### src/rsa_pkg.sv
// constants and types for the range-select and alarm-status register bank
// assumes a 32-bit classic wishbone slave with byte addresses, one 100 MHz clock
package rsa_pkg;

  // bus geometry
  localparam int          ADR_W        = 8;      // byte address width
  localparam int          DAT_W        = 32;     // data width
  localparam int          SEL_W        = 4;      // byte enables

  // register byte offsets
  localparam logic [7:0]  RANGE_OFS    = 8'h14;  // input_range_select
  localparam logic [7:0]  ALARM_OFS    = 8'h20;  // alarm_status_flags
  localparam logic [7:0]  OUTCTL_OFS   = 8'h40;  // output frame control
  localparam logic [7:0]  IRQ_STAT_OFS = 8'h44;  // sticky event status
  localparam logic [7:0]  IRQ_MASK_OFS = 8'h48;  // event mask

  // input_range_select fields
  localparam int          RANGE_LSB    = 0;      // range code lsb
  localparam int          RANGE_W      = 4;      // range code width
  localparam int          REF_OFF_BIT  = 6;      // internal_reference_off

  // alarm_status_flags fields
  localparam int          ACT_SUP_LO   = 15;     // live supply low
  localparam int          ACT_SUP_HI   = 14;     // live supply high
  localparam int          ACT_IN_LO    = 11;     // live input low
  localparam int          ACT_IN_HI    = 10;     // live input high
  localparam int          TRP_LSB      = 4;      // latched flags, bits 7..4
  localparam int          ANY_BIT      = 0;      // any_latched_alarm

  // output control and interrupt fields
  localparam int          APPEND_LSB   = 0;      // append_live_input_alarms
  localparam int          EVT_LSB      = 0;      // event bits 3..0

  // reset values
  localparam logic [3:0]  RANGE_RST    = 4'h0;
  localparam logic        REF_OFF_RST  = 1'b0;
  localparam logic [1:0]  APPEND_RST   = 2'h0;
  localparam logic [3:0]  FLAGS_RST    = 4'h0;

  // alarm group, also the layout of latched and event bits (msb first)
  typedef struct packed {
    logic sup_low;
    logic sup_high;
    logic in_low;
    logic in_high;
  } rsa_alarm_t;

  // append_live_input_alarms codes
  typedef enum logic [1:0] {
    RSA_APPEND_NONE = 2'b00,
    RSA_APPEND_HIGH = 2'b01,
    RSA_APPEND_LOW  = 2'b10,
    RSA_APPEND_BOTH = 2'b11
  } rsa_append_t;

  // bus answer states
  typedef enum logic [1:0] {
    RSA_BUS_IDLE = 2'b01,
    RSA_BUS_ACK  = 2'b10
  } rsa_bus_t;

endpackage

### src/rsa_regs.sv
// range-select and alarm-status register bank with wishbone slave and irq
// assumes alarm comparators outside are asynchronous; reset is synchronous
`timescale 1ns/1ps

// What this block does
// - range-select reserved bits read zero, ignore writes
// - bit 6 disables internal reference, resets zero
// - bits 3..0 pick one of nine ranges
// - application reset keeps programmed range code
// - range-select bytes sit at 14h to 17h
// - live alarm flags at bits 15,14,11,10
// - latched alarm flags at bits 7 to 4
// - bit 0 is OR of latched flags
// - alarm-status reserved bits read zero
// - alarm-status bytes sit at 20h to 23h
// - two-bit control appends live input flags
module rsa_regs
  import rsa_pkg::*;
(
  input  wire logic             i_core_clk,    // 100 MHz core clock
  input  wire logic             i_rst,         // power-on reset, sync high
  input  wire logic             i_app_rst,     // application reset, sync high
  input  wire logic             i_wb_cyc,      // wishbone cycle
  input  wire logic             i_wb_stb,      // wishbone strobe
  input  wire logic             i_wb_we,       // wishbone write
  input  wire logic [ADR_W-1:0] i_wb_adr,      // byte address
  input  wire logic [SEL_W-1:0] i_wb_sel,      // byte enables
  input  wire logic [DAT_W-1:0] i_wb_dat,      // write data
  output logic                  o_wb_ack,      // answer, one cycle
  output logic      [DAT_W-1:0] o_wb_dat,      // read data
  input  wire rsa_alarm_t       i_alarm_cond,  // raw comparator levels
  output logic      [3:0]       o_range_sel,   // selected range code
  output logic                  o_ref_off,     // internal_reference_off
  output logic      [1:0]       o_live_append, // {low, high} live flags for frame
  output logic                  o_irq          // level interrupt
);

  // bus state
  rsa_bus_t         bus_q, bus_d;              // answer phase
  logic [DAT_W-1:0] rdat_q, rdat_d;            // registered read data

  // configuration state
  logic [3:0]       range_q, range_d;          // survives application reset
  logic             ref_off_q, ref_off_d;      // reference disable
  logic [1:0]       append_q, append_d;        // frame append control
  logic [3:0]       mask_q, mask_d;            // interrupt mask

  // alarm state
  rsa_alarm_t       sync1_q, sync1_d;          // first sync stage, read by sync2 only
  rsa_alarm_t       live_q, live_d;            // second stage, the live flags
  rsa_alarm_t       prev_q, prev_d;            // live one cycle ago, for edges
  rsa_alarm_t       trip_q, trip_d;            // latched flags
  rsa_alarm_t       evt_q, evt_d;              // sticky interrupt status
  logic [1:0]       lapp_q, lapp_d;            // frame append output
  logic             irq_q, irq_d;              // interrupt output

  // decode helpers
  logic             req;                       // new request, not yet answered
  logic             wr, rd;                    // request with direction
  logic             hit_range, hit_alarm;      // address matches
  logic             hit_outctl, hit_stat, hit_mask;
  logic             soft_rst;                  // app reset clears non-range config and alarm state
  rsa_alarm_t       rise;                      // alarm onsets this cycle
  rsa_alarm_t       w1c;                       // status bits written one

  // request decode; answering takes one wait state
  always_comb begin
    req        = i_wb_cyc && i_wb_stb && (bus_q == RSA_BUS_IDLE);
    wr         = req && i_wb_we;
    rd         = req && !i_wb_we;
    hit_range  = (i_wb_adr[ADR_W-1:2] == RANGE_OFS[ADR_W-1:2]);
    hit_alarm  = (i_wb_adr[ADR_W-1:2] == ALARM_OFS[ADR_W-1:2]);
    hit_outctl = (i_wb_adr[ADR_W-1:2] == OUTCTL_OFS[ADR_W-1:2]);
    hit_stat   = (i_wb_adr[ADR_W-1:2] == IRQ_STAT_OFS[ADR_W-1:2]);
    hit_mask   = (i_wb_adr[ADR_W-1:2] == IRQ_MASK_OFS[ADR_W-1:2]);
    soft_rst   = i_app_rst;
  end

  // bus answer: ack one cycle after the request, then back to idle
  always_comb begin
    bus_d  = bus_q;
    rdat_d = rdat_q;
    unique case (bus_q)
      RSA_BUS_IDLE: begin
        if (req) begin
          bus_d  = RSA_BUS_ACK;
          rdat_d = '0;                           // unmapped reads give zero
          if (rd && hit_range) begin
            rdat_d[RANGE_LSB +: RANGE_W] = range_q;
            rdat_d[REF_OFF_BIT]          = ref_off_q;
          end                                             // rest stays zero
          if (rd && hit_alarm) begin
            rdat_d[ACT_SUP_LO]           = live_q.sup_low;
            rdat_d[ACT_SUP_HI]           = live_q.sup_high;
            rdat_d[ACT_IN_LO]            = live_q.in_low;
            rdat_d[ACT_IN_HI]            = live_q.in_high;
            rdat_d[TRP_LSB +: 4]         = trip_q;
            rdat_d[ANY_BIT]              = |trip_q;
          end                                               // rest stays zero
          if (rd && hit_outctl) begin
            rdat_d[APPEND_LSB +: 2] = append_q;
          end
          if (rd && hit_stat) begin
            rdat_d[EVT_LSB +: 4] = evt_q;
          end
          if (rd && hit_mask) begin
            rdat_d[EVT_LSB +: 4] = mask_q;
          end
        end
      end
      RSA_BUS_ACK: begin
        bus_d = RSA_BUS_IDLE;                    // master releases after ack
      end
    endcase
    if (i_rst) begin
      bus_d  = RSA_BUS_IDLE;
      rdat_d = '0;
    end
  end

  always_ff @(posedge i_core_clk) begin
    bus_q  <= bus_d;
    rdat_q <= rdat_d;
  end

  // configuration writes; only byte lane 0 holds writable bits
  always_comb begin
    range_d   = range_q;
    ref_off_d = ref_off_q;
    append_d  = append_q;
    mask_d    = mask_q;
    if (wr && i_wb_sel[0]) begin
      if (hit_range) begin
        range_d   = i_wb_dat[RANGE_LSB +: RANGE_W];
        ref_off_d = i_wb_dat[REF_OFF_BIT];
      end                                                  // others dropped
      if (hit_outctl) begin
        append_d = i_wb_dat[APPEND_LSB +: 2];
      end
      if (hit_mask) begin
        mask_d = i_wb_dat[EVT_LSB +: 4];
      end
    end
    // application reset leaves the range code alone
    if (soft_rst) begin
      ref_off_d = REF_OFF_RST;
      append_d  = APPEND_RST;
      mask_d    = FLAGS_RST;
    end
    if (i_rst) begin
      range_d   = RANGE_RST;
      ref_off_d = REF_OFF_RST;
      append_d  = APPEND_RST;
      mask_d    = FLAGS_RST;
    end
  end

  always_ff @(posedge i_core_clk) begin
    range_q   <= range_d;
    ref_off_q <= ref_off_d;
    append_q  <= append_d;
    mask_q    <= mask_d;
  end

  // alarm capture, latching and interrupt status
  always_comb begin
    sync1_d = i_alarm_cond;
    live_d  = sync1_q;                          // second stage only reads first
    prev_d  = live_q;
    rise    = live_q & ~prev_q;
    w1c     = (wr && hit_stat && i_wb_sel[0]) ? i_wb_dat[EVT_LSB +: 4] : FLAGS_RST;
    // read clears, but a live condition sets in the same cycle and wins
    trip_d  = (rd && hit_alarm) ? FLAGS_RST : trip_q;
    trip_d  = trip_d | live_q;
    evt_d   = (evt_q & ~w1c) | rise;            // set beats clear
    lapp_d  = append_q & {live_q.in_low, live_q.in_high};
    if (soft_rst || i_rst) begin
      sync1_d = FLAGS_RST;
      live_d  = FLAGS_RST;
      prev_d  = FLAGS_RST;
      trip_d  = FLAGS_RST;
      evt_d   = FLAGS_RST;
      lapp_d  = APPEND_RST;
    end
    // mask from next values so irq tracks status without extra lag
    irq_d = |(evt_d & mask_d);
  end

  always_ff @(posedge i_core_clk) begin
    sync1_q <= sync1_d;
    live_q  <= live_d;
    prev_q  <= prev_d;
    trip_q  <= trip_d;
    evt_q   <= evt_d;
    lapp_q  <= lapp_d;
    irq_q   <= irq_d;
  end

  // outputs straight from flops, except ack, which is decoded from bus_q
  assign o_wb_ack      = (bus_q == RSA_BUS_ACK);
  assign o_wb_dat      = rdat_q;
  assign o_range_sel   = range_q;
  assign o_ref_off     = ref_off_q;
  assign o_live_append = lapp_q;
  assign o_irq         = irq_q;

  // read in flight, so data checks know which register answers
  logic rd_range_q, rd_range_d;                 // range-select read pending
  logic rd_alarm_q, rd_alarm_d;                 // alarm-status read pending

  // next values of the read trackers
  always_comb begin
    rd_range_d = rd && hit_range;
    rd_alarm_d = rd && hit_alarm;
  end

  // trackers only register
  always_ff @(posedge i_core_clk) begin
    rd_range_q <= rd_range_d;
    rd_alarm_q <= rd_alarm_d;
  end
endmodule

### config.mk
export PLATFORM = sky130hd
export DESIGN_NAME = rsa_regs
export DESIGN_NICKNAME = d
export VERILOG_FILES = /design/src/rsa_pkg.sv /design/src/rsa_regs.sv
export SDC_FILE = /design/constraint.sdc
export NUM_CORES = 1
export LEC_CHECK = 0
export BUFFER_PORTS_ARGS = -buffer_cell sky130_fd_sc_hd__buf_2
export CORE_ASPECT_RATIO = 0.7
export CORE_MARGIN = 2
export CORE_UTILIZATION = 46
export CTS_BUF_LIST = sky130_fd_sc_hd__clkbuf_16
export DETAILED_ROUTE_END_ITERATION = 10
export GPL_ROUTABILITY_DRIVEN = 0
export PLACE_DENSITY = 0.79
export SLEW_MARGIN = 20
export SYNTH_ARGS = -nofsm -noshare
export SYNTH_HDL_FRONTEND = slang
export SYNTH_SLANG_ARGS = --single-unit
export TNS_END_PERCENT = 30
### constraint.sdc
create_clock -name i_core_clk -period 2.73 [get_ports i_core_clk]
set_input_delay 0.546 -clock i_core_clk [delete_from_list [all_inputs] [get_ports i_core_clk]]
set_output_delay 0.546 -clock i_core_clk [all_outputs]
set_load 0.01 [all_outputs]
# ---- Word-level counts from Yosys, hierarchy flattened
# Index checks and enable logic that the tools add are counted.
dict set report op_classes {
  eq_ne 8
  muxes 18
  bitwise 8
  n_reduce_logical 20
}
# cell count
set op_table {}
lappend op_table {{4-bit 2-to-1 mux} 11}
lappend op_table {{6-bit by 5-bit == test with 1-bit output, second input constant} 3}
lappend op_table {{4-bit bitwise AND} 3}
lappend op_table {{1-bit logical AND} 12}
lappend op_table {{2-bit 2-to-1 mux} 4}
lappend op_table {{4-bit NOT} 2}
lappend op_table {{4-bit bitwise OR} 2}
lappend op_table {{4-bit OR reduction} 2}
lappend op_table {{6-bit by 3-bit == test with 1-bit output, second input constant} 1}
lappend op_table {{6-bit by 4-bit == test with 1-bit output, second input constant} 1}
lappend op_table {{2-bit AND reduction} 3}
lappend op_table {{2-bit one-hot mux with 2 select lines} 1}
lappend op_table {{2-bit bitwise AND} 1}
lappend op_table {{2-bit by 1-bit == test with 1-bit output, second input constant} 1}
lappend op_table {{2-bit == test, second input constant} 1}
lappend op_table {{1-bit 2-to-1 mux} 2}
lappend op_table {{2-bit inequality test, second input constant} 1}
lappend op_table {{2-bit OR reduction} 1}
lappend op_table {{1-bit logical NOT} 1}
lappend op_table {{1-bit logical OR} 1}
dict set report word_totals {
  ff_bits 48
  inputBits 54
  output_inout_bits 41
  elab_cells 82
}

# ---- Longest topological paths before layout
# Gate-level depths: netlist (run 1).
dict set report logic_depth {
  word_depth 12
  depth_mapped 6
  mapped_depth_nobuf 5
}

# ---- Least setup slack after synthesis (run 1)
# Ideal clock, no wire load.
dict set report synth_timing {
  path_type {input to register}
  startpoint {input port i_wb_adr[5]}
  endpoint {register irq_q (netlist: o_irq)}
  setup_ns 0.126
  arrival_time_ns 1.959
  required_ns 2.604
  slack_ns 0.645
  stages 5
  path_buffers 0
  cell_sequence {or4b_4 > nor4_1 > a21boi_0 > o211ai_1 > nand3_1}
}
dict set report synth_via {
  elab_chain_len 10
  word_cells_on_any_way 15
  classes_between {eq/ne: 2; mux: 6; bitwise: 4; reduce/logical: 3}
}
# element line
set synth_rtl {}
lappend synth_rtl {{from (decl)} rsa_regs.sv:26} ;# input wire logic [ADR_W-1:0] i_wb_adr,
lappend synth_rtl {{6-bit by 5-bit == test with 1-bit output} rsa_regs.sv:74} ;# hit_stat = (i_wb_adr[ADR_W-1:2] == IRQ_STAT_OFS[ADR_W-1:2]);
lappend synth_rtl {{1-bit logical AND (2 in a row)} rsa_regs.sv:171} ;# w1c = (wr && hit_stat && i_wb_sel[0]) ? i_wb_dat[EVT_LSB +: 4] : FLAGS_RST;
lappend synth_rtl {{4-bit 2-to-1 mux} rsa_regs.sv:171}
lappend synth_rtl {{4-bit NOT} rsa_regs.sv:175} ;# evt_d = (evt_q & ~w1c) | rise;
lappend synth_rtl {{4-bit bitwise AND} rsa_regs.sv:175}
lappend synth_rtl {{4-bit bitwise OR} rsa_regs.sv:175}
lappend synth_rtl {{4-bit 2-to-1 mux} rsa_regs.sv:177} ;# if (soft_rst || i_rst) begin
lappend synth_rtl {{4-bit bitwise AND *} rsa_regs.sv:186} ;# irq_d = |(evt_d & mask_d);
lappend synth_rtl {{4-bit OR reduction *} rsa_regs.sv:186}
lappend synth_rtl {{net irq_d} rsa_regs.sv:55} ;# logic irq_q, irq_d;
lappend synth_rtl {{to (signal assigned)} rsa_regs.sv:196} ;# irq_q <= irq_d;
lappend synth_rtl {{to (decl)} rsa_regs.sv:55}
# The timed path passes the listed nets; every way through them passes the cells marked *.
# A chain may end at the register's enable or synchronous reset.

# ---- Worst setup path in the final report (run 1)
dict set report layout_timing {
  startpoint {input port i_wb_adr[5]}
  endpoint {register irq_q (netlist: o_irq)}
}
dict set report layout_via {
  word_cells_on_any_way 15
  classes_between {eq/ne: 2; mux: 6; bitwise: 4; reduce/logical: 3}
}
# element line
set layout_rtl {}
lappend layout_rtl {{6-bit by 5-bit == test with 1-bit output} rsa_regs.sv:75} ;# hit_mask = (i_wb_adr[ADR_W-1:2] == IRQ_MASK_OFS[ADR_W-1:2]);
lappend layout_rtl {{4-bit 2-to-1 mux} rsa_regs.sv:140} ;# if (hit_mask) begin
lappend layout_rtl {{4-bit 2-to-1 mux} rsa_regs.sv:132} ;# if (wr && i_wb_sel[0]) begin
lappend layout_rtl {{4-bit 2-to-1 mux} rsa_regs.sv:145} ;# if (soft_rst) begin
lappend layout_rtl {{4-bit 2-to-1 mux} rsa_regs.sv:150} ;# if (i_rst) begin
lappend layout_rtl {{net mask_d[1]} rsa_regs.sv:46} ;# logic [3:0] mask_q, mask_d;
lappend layout_rtl {{4-bit bitwise AND} rsa_regs.sv:186}
lappend layout_rtl {{4-bit OR reduction} rsa_regs.sv:186}
lappend layout_rtl {{net irq_d} rsa_regs.sv:55}
# The timed path passes the listed nets, and every way through them passes these cells.

==> impl_metrics.csv, run 1 <==
group,metric,value,unit
placed_design,place_hpwl,3.22,mm
cts,cts_tree,"done",
final_layout,drive_gt1_frac,0.222,
worst_setup_path,path_buf_inv,1,
cts,post-cts-setup-buffers,0,
power,comb_power_share,0.058,
floorplanning,coreArea,4280,um2
detailed_routing,first_iter_violations,76,
min_path,hp-start,"sync1_q[1]$_SDFF_PN0_",
power,p_sw_frac,0.207,
timing,rsz0062_at_grt,"no",
worst_setup_path,setup.worst_path.end_class,"flip-flop",
cts,clk_path_buf_depth,2,
cts,clk_pin_slew,0.07,ns
cts,root_buffer,"clkbuf_16",
timing,worstMarginPinSlew,0.583,ns
power,powerDensity,665,nW/um2
grt,grt_pass1_wl,7.12,mm
worst_setup_path,worstPathCellList,"buf_2 -> or4b_4 -> nor4_4 -> mux2i_1 -> o211ai_1 -> nand3_1",
final_layout,layout_common_cells,"48 x dfxtp_1, 42 x buf_2, 28 x nor2_1, 20 x conb_1, 17 x nand2_1",
detailed_routing,drc,0,
floorplanning,die_w,83.3,um
floorplanning,rows,20,
timing,slew_headroom,0.610,
grt,grt_pass1_vias,1525,
final_layout,antenna_cells,0,
worst_setup_path,arrival,2.32,ns
worst_setup_path,cp_slowest_cell,"or4b_4",
logic_synthesis,ys_types,40,
floorplanning,die_area,4950,um2
detailed_routing,viasPerCell,5.17,
timing,fin_crit_sh,0.765,
worst_setup_path,path_max_fanout,5,
power,p_sw,0.331,mW
floorplanning,die_y,59.5,um
flow_run,maxCapViolations,0,
timing,final-setup-viol-count,0,
cts,cts_hold_buf,0,
worst_setup_path,criticalPathCategory,"input port to flip-flop",
final_layout,final_common_cell,"dfxtp_1",
timing,hold_viol_final,0,
grt,grt.total_usage,0.187,
detailed_routing,vias,1633,
final_layout,fin_nets,314,
worst_setup_path,worstReg2RegStart,"bus_q[1]$_SDFFE_PP0P_",
cts,clock_sinks,48,
detailed_routing,wire_per_inst,13.7,um
timing,final.setup.tns,0,ns
logic_synthesis,async_flop_share,0,
detailed_routing,firstDrtPassIters,5,
logic_synthesis,synth-edff-count,0,
floorplanning,num_io_pins,95,
detailed_routing,antenna_left,0,
power,clkPwrFrac,0.494,
timing,holdWs,0.427,ns
grt,grt_antenna_before_repair,0,
power,power_frac_seq,0.448,
logic_synthesis,avgSynthCellArea,9.32,um2
logic_synthesis,synth_flop_cell,"dfxtp_1",
final_layout,syn2layout_area_growth,19.1,%
power,p_int,1.27,mW
placed_design,port_buffers,42,
timing,skew,0.00357,ns
grt,grt_max_degree,25,
timing,min_period,2.09,ns
cts,cts_buffers,5,
detailed_routing,drt_wl_total,4.33,mm
logic_synthesis,synth_warnings,0,
grt,grt_overflow,0,
outcome,outcome,"finished clean",
power,ir_drop,0.328,mV
timing,fmax,0.479,GHz
logic_synthesis,synthCells,217,
worst_setup_path,cp_slowest_stage_delay,0.59,ns
worst_setup_path,required,2.96,ns
cts,insertion_delay,0.29,ns
worst_setup_path,startpoint,"i_wb_adr[5]",
logic_synthesis,ys_seq_area_frac,0.475,
logic_synthesis,syn_area,2020,um2
logic_synthesis,ys_ff_latch,48,
min_path,hp-class,"flip-flop to flip-flop",
worst_setup_path,cp_top_family,"simple AND/OR/NAND/NOR gates",
cts,htree_levels,2,
power,power.leakage,1.06,nW
worst_setup_path,crit_path_start_kind,"input port",
floorplanning,initial_core_util,0.473,
timing,slew_viol_final,0,
cts,cts_resized,0,
[logic make-up after synthesis]
logic type,synth area share
AO/OA/AOI/OAI,0.159
buffers and inverters,0.0946
flip-flops,0.475
multiplexers,0.0445
other,0.00185
AND/OR/NAND/NOR,0.225
[layer usage]
layer  global-route usage  up-vias  routed length (um)
met4               0.0726        0                  65
li1                     -      812                   -
met3               0.0780       10                 372
met1                0.238      749                2010
met5                    0        -                   0
met2                0.286       62                1880
[area by class of cell]
type | instances | area [um2]
multi-input cells | 157 | 942
inverters | 3 | 11.3
well taps | 55 | 68.8
fillers | 389 | 1870
repair buffers | 45 | 233
flip-flops and latches | 48 | 961
clock inverters | 3 | 68.8
clock buffers | 5 | 125
[state kept, by name, summed over array words and instances, names as in the netlist]
| name | cells |
|---|---|
| bus_q | 2 |
| live_q | 4 |
| o_ref_off | 1 |
| trip_q | 4 |
| o_range_sel | 4 |
| o_live_append | 2 |
| mask_q | 4 |
| sync1_q | 4 |
| o_wb_dat | 12 |
| evt_q | 4 |
| o_irq | 1 |
| prev_q | 4 |
| append_q | 2 |
[synthesized netlist by cell type, drive strengths merged (2+ instances only)]
cell type / instances / area (um2)
a2bb2oi: 2 / 17.5
dfxtp: 48 / 961
a21o: 5 / 37.5
a211oi: 4 / 30.0
a22oi: 13 / 97.6
inv: 3 / 11.3
buf: 21 / 154
nand2: 17 / 63.8
nor2b: 5 / 31.3
nand3: 2 / 10.0
nand4b: 2 / 17.5
nand2b: 2 / 12.5
o211ai: 2 / 15.0
o21ai: 5 / 25.0
and3: 2 / 12.5
clkbuf: 7 / 26.3
a21boi: 3 / 22.5
nor2: 28 / 105
and2: 14 / 87.6
mux2i: 9 / 90.1
nor4: 3 / 33.8
nor4b: 3 / 26.3
a21oi: 2 / 10.0
and4b: 3 / 30.0
a31oi: 2 / 12.5
[stage by stage]
step / util / power (mW) / area [um2] / worst slack (ns) / instances
6_report: 0.563 / 1.60 / 2410 / 0.641 / 316
5_1_grt: 0.563 / 1.66 / 2410 / 0.561 / 316
4_1_cts: 0.563 / 1.61 / 2410 / 0.663 / 316
3_5_place_dp: 0.518 / 0.825 / 2220 / 0.374 / 308
3_3_place_gp: 0.518 / 0.822 / 2220 / 0.372 / 308
2_1_floorplan: - / 0.810 / 2090 / 0.645 / 236
[power by group through the flow]
| stage | registers, mW | logic (mW) | clock network [mW] |
|---|---|---|---|
| after floorplan | 0.732 | 0.0773 | 0 |
| after global placement | 0.732 | 0.0903 | 0 |
| after detailed placement | 0.733 | 0.0916 | 0 |
| after CTS | 0.717 | 0.0921 | 0.803 |
| after global routing | 0.718 | 0.103 | 0.837 |
| final | 0.717 | 0.0927 | 0.792 |
[worst paths after layout]
check	to	slack [ns]	cells after the start
min reg2reg	live_q[1]$_SDFF_PN0_	0.43	1
min	live_q[1]$_SDFF_PN0_	0.43	1
max	o_irq$_DFF_P_	0.64	6
max reg2reg	trip_q[3]$_SDFF_PN0_	0.81	5
Note: power is estimated with default switching activity, not from simulation.
==> inputs of run 2 (changes only) <==
Clock period 2.73 ns to 2.1 ns, I/O delays scaled along.
==> run 2 against run 1 <==
Power up 15%. Non-clock buffer count up 16. First-iteration DRC count up 54%. Critical endpoint unchanged. Highest routed layer unchanged. Register-to-register slack worse by 0.54 ns. Clock skew down 0.0012 ns.
==> impl_metrics.csv, run 2 (synthesized netlist as in run 1, its figures left out) <==
group,metric,value,unit
timing,fin_crit_sh,0.898,
worst_setup_path,cp_slowest_stage_delay,0.57,ns
power,power.leakage,1.12,nW
detailed_routing,antenna_left,0,
timing,skew,0.00235,ns
grt,grt_antenna_before_repair,0,
final_layout,fin_util,0.580,
flow_run,maxCapViolations,0,
detailed_routing,wire_per_inst,13.5,um
cts,insertion_delay,0.29,ns
detailed_routing,drc,0,
grt,grt.total_usage,0.193,
worst_setup_path,cp_slowest_cell,"or4b_4",
placed_design,place_inst,324,
worst_setup_path,setup.worst_path.end_class,"flip-flop",
final_layout,fin_nets,330,
power,p_total,1.84,mW
cts,cts_tree,"done",
floorplanning,initial_core_util,0.473,
grt,grt_pass1_wl,7.33,mm
final_layout,fin_area,2480,um2
worst_setup_path,worstPathCellList,"buf_2 -> or4b_4 -> nor4_1 -> buf_4 -> o21ai_0 -> a22oi_1 -> nand3_1",
final_layout,drive_gt1_frac,0.267,
detailed_routing,firstDrtPassIters,4,
final_layout,final_common_cell,"dfxtp_1",
cts,clock_sinks,48,
worst_setup_path,path_max_fanout,4,
worst_setup_path,arrival,2.05,ns
floorplanning,num_io_pins,95,
cts,cts_buffers,5,
timing,rsz0062_at_grt,"no",
cts,post-cts-setup-buffers,0,
worst_setup_path,criticalPathCategory,"input port to flip-flop",
final_layout,final_cells,332,
placed_design,port_buffers,42,
timing,final-setup-viol-count,0,
power,ir_drop,0.502,mV
timing,slew_viol_final,0,
cts,clk_path_buf_depth,2,
final_layout,largest_reg_flops,12,
worst_setup_path,crit_path_start_kind,"input port",
placed_design,place_ws,0.0113,ns
final_layout,n_fill_cell,376,
detailed_routing,first_iter_violations,117,
floorplanning,die_area,4950,um2
final_layout,antenna_cells,0,
floorplanning,die_w,83.3,um
grt,grt_max_degree,16,
floorplanning,die_y,59.5,um
timing,fmax,0.530,GHz
power,powerDensity,743,nW/um2
cts,root_buffer,"clkbuf_16",
outcome,outcome,"finished clean",
placed_design,place_area,2340,um2
timing,fin_ws,0.214,ns
grt,grt_overflow,0,
placed_design,place_hpwl,3.27,mm
floorplanning,coreArea,4280,um2
cts,clk_pin_slew,0.06,ns
final_layout,layout_common_cells,"48 x dfxtp_1, 42 x buf_2, 28 x nor2_1, 20 x conb_1, 19 x buf_4",
cts,cts_hold_buf,0,
cts,cts_resized,0,
detailed_routing,drt_wl_total,4.47,mm
final_layout,syn2layout_area_growth,22.6,%
grt,grt_pass1_vias,1584,
worst_setup_path,required,2.26,ns
min_path,hp-class,"input port to flip-flop",
floorplanning,rows,20,
detailed_routing,viasPerCell,5.02,
cts,htree_levels,2,
timing,hold_viol_final,0,
detailed_routing,vias,1666,
timing,min_period,1.89,ns
-- run 2: changes by cell type in the layout (fill, tap and decap cells not counted), sizes merged --
| cell | before | now |
|---|---|---|
| bufinv | 2 | 0 |
| buf | 45 | 61 |
| clkinv | 0 | 3 |
| inv | 4 | 3 |
-- run 2: area by class of cell --
class                           instances  area, um2  area share
Clock buffer                            5        125      0.0505
Clock inverter                          3       18.8     0.00757
Inverter                                3       11.3     0.00454
Multi-Input combinational cell        157        942       0.380
Sequential cell                        48        961       0.387
Tap cell                               55       68.8      0.0277
Timing Repair Buffer                   61        353       0.142
-- run 2: critical path: cells and delay by family --
family / cells / cell delay [ns]
and+or+nand+nor: 3 / 0.98
AOI/OAI and AO/OA: 2 / 0.35
buffers and inverters: 2 / 0.29
-- run 2: per-layer routing --
metal  share of wire  track usage  up-vias
li1                -            -      843
met1            0.47        0.253      744
met2            0.43        0.290       69
met3           0.085       0.0794       10
met4           0.014       0.0679        0
met5               0            0        -
-- run 2: power by group --
group	switching (mW)	internal, mW	leakage [nW]
sequential	0.00770	0.924	0.388
clock	0.338	0.439	0.0736
combinational	0.0818	0.0523	0.661
-- run 2: path summary, 6_finish.rpt --
path	depth (start not counted)	end	from	slack (ns)
setup reg to reg	6	o_wb_dat[0]$_SDFFE_PP0P_	bus_q[1]$_SDFFE_PP0P_	0.27
hold reg to reg	1	live_q[3]$_SDFF_PN0_	sync1_q[3]$_SDFF_PN0_	0.43
hold / removal	2	sync1_q[1]$_SDFF_PN0_	i_alarm_cond[1]	0.32
setup / recovery	7	o_irq$_DFF_P_	i_wb_adr[5]	0.21
-- run 2: per-stage QoR --
| stage | TNS [ns] | hold slack, ns |
|---|---|---|
| after global routing | 0 | 0.321 |
| after floorplan | 0 | 0.406 |
| after detailed placement | 0 | 0.416 |
| after CTS | 0 | 0.320 |
| after global placement | -0.00812 | 0.409 |
| final | 0 | 0.323 |
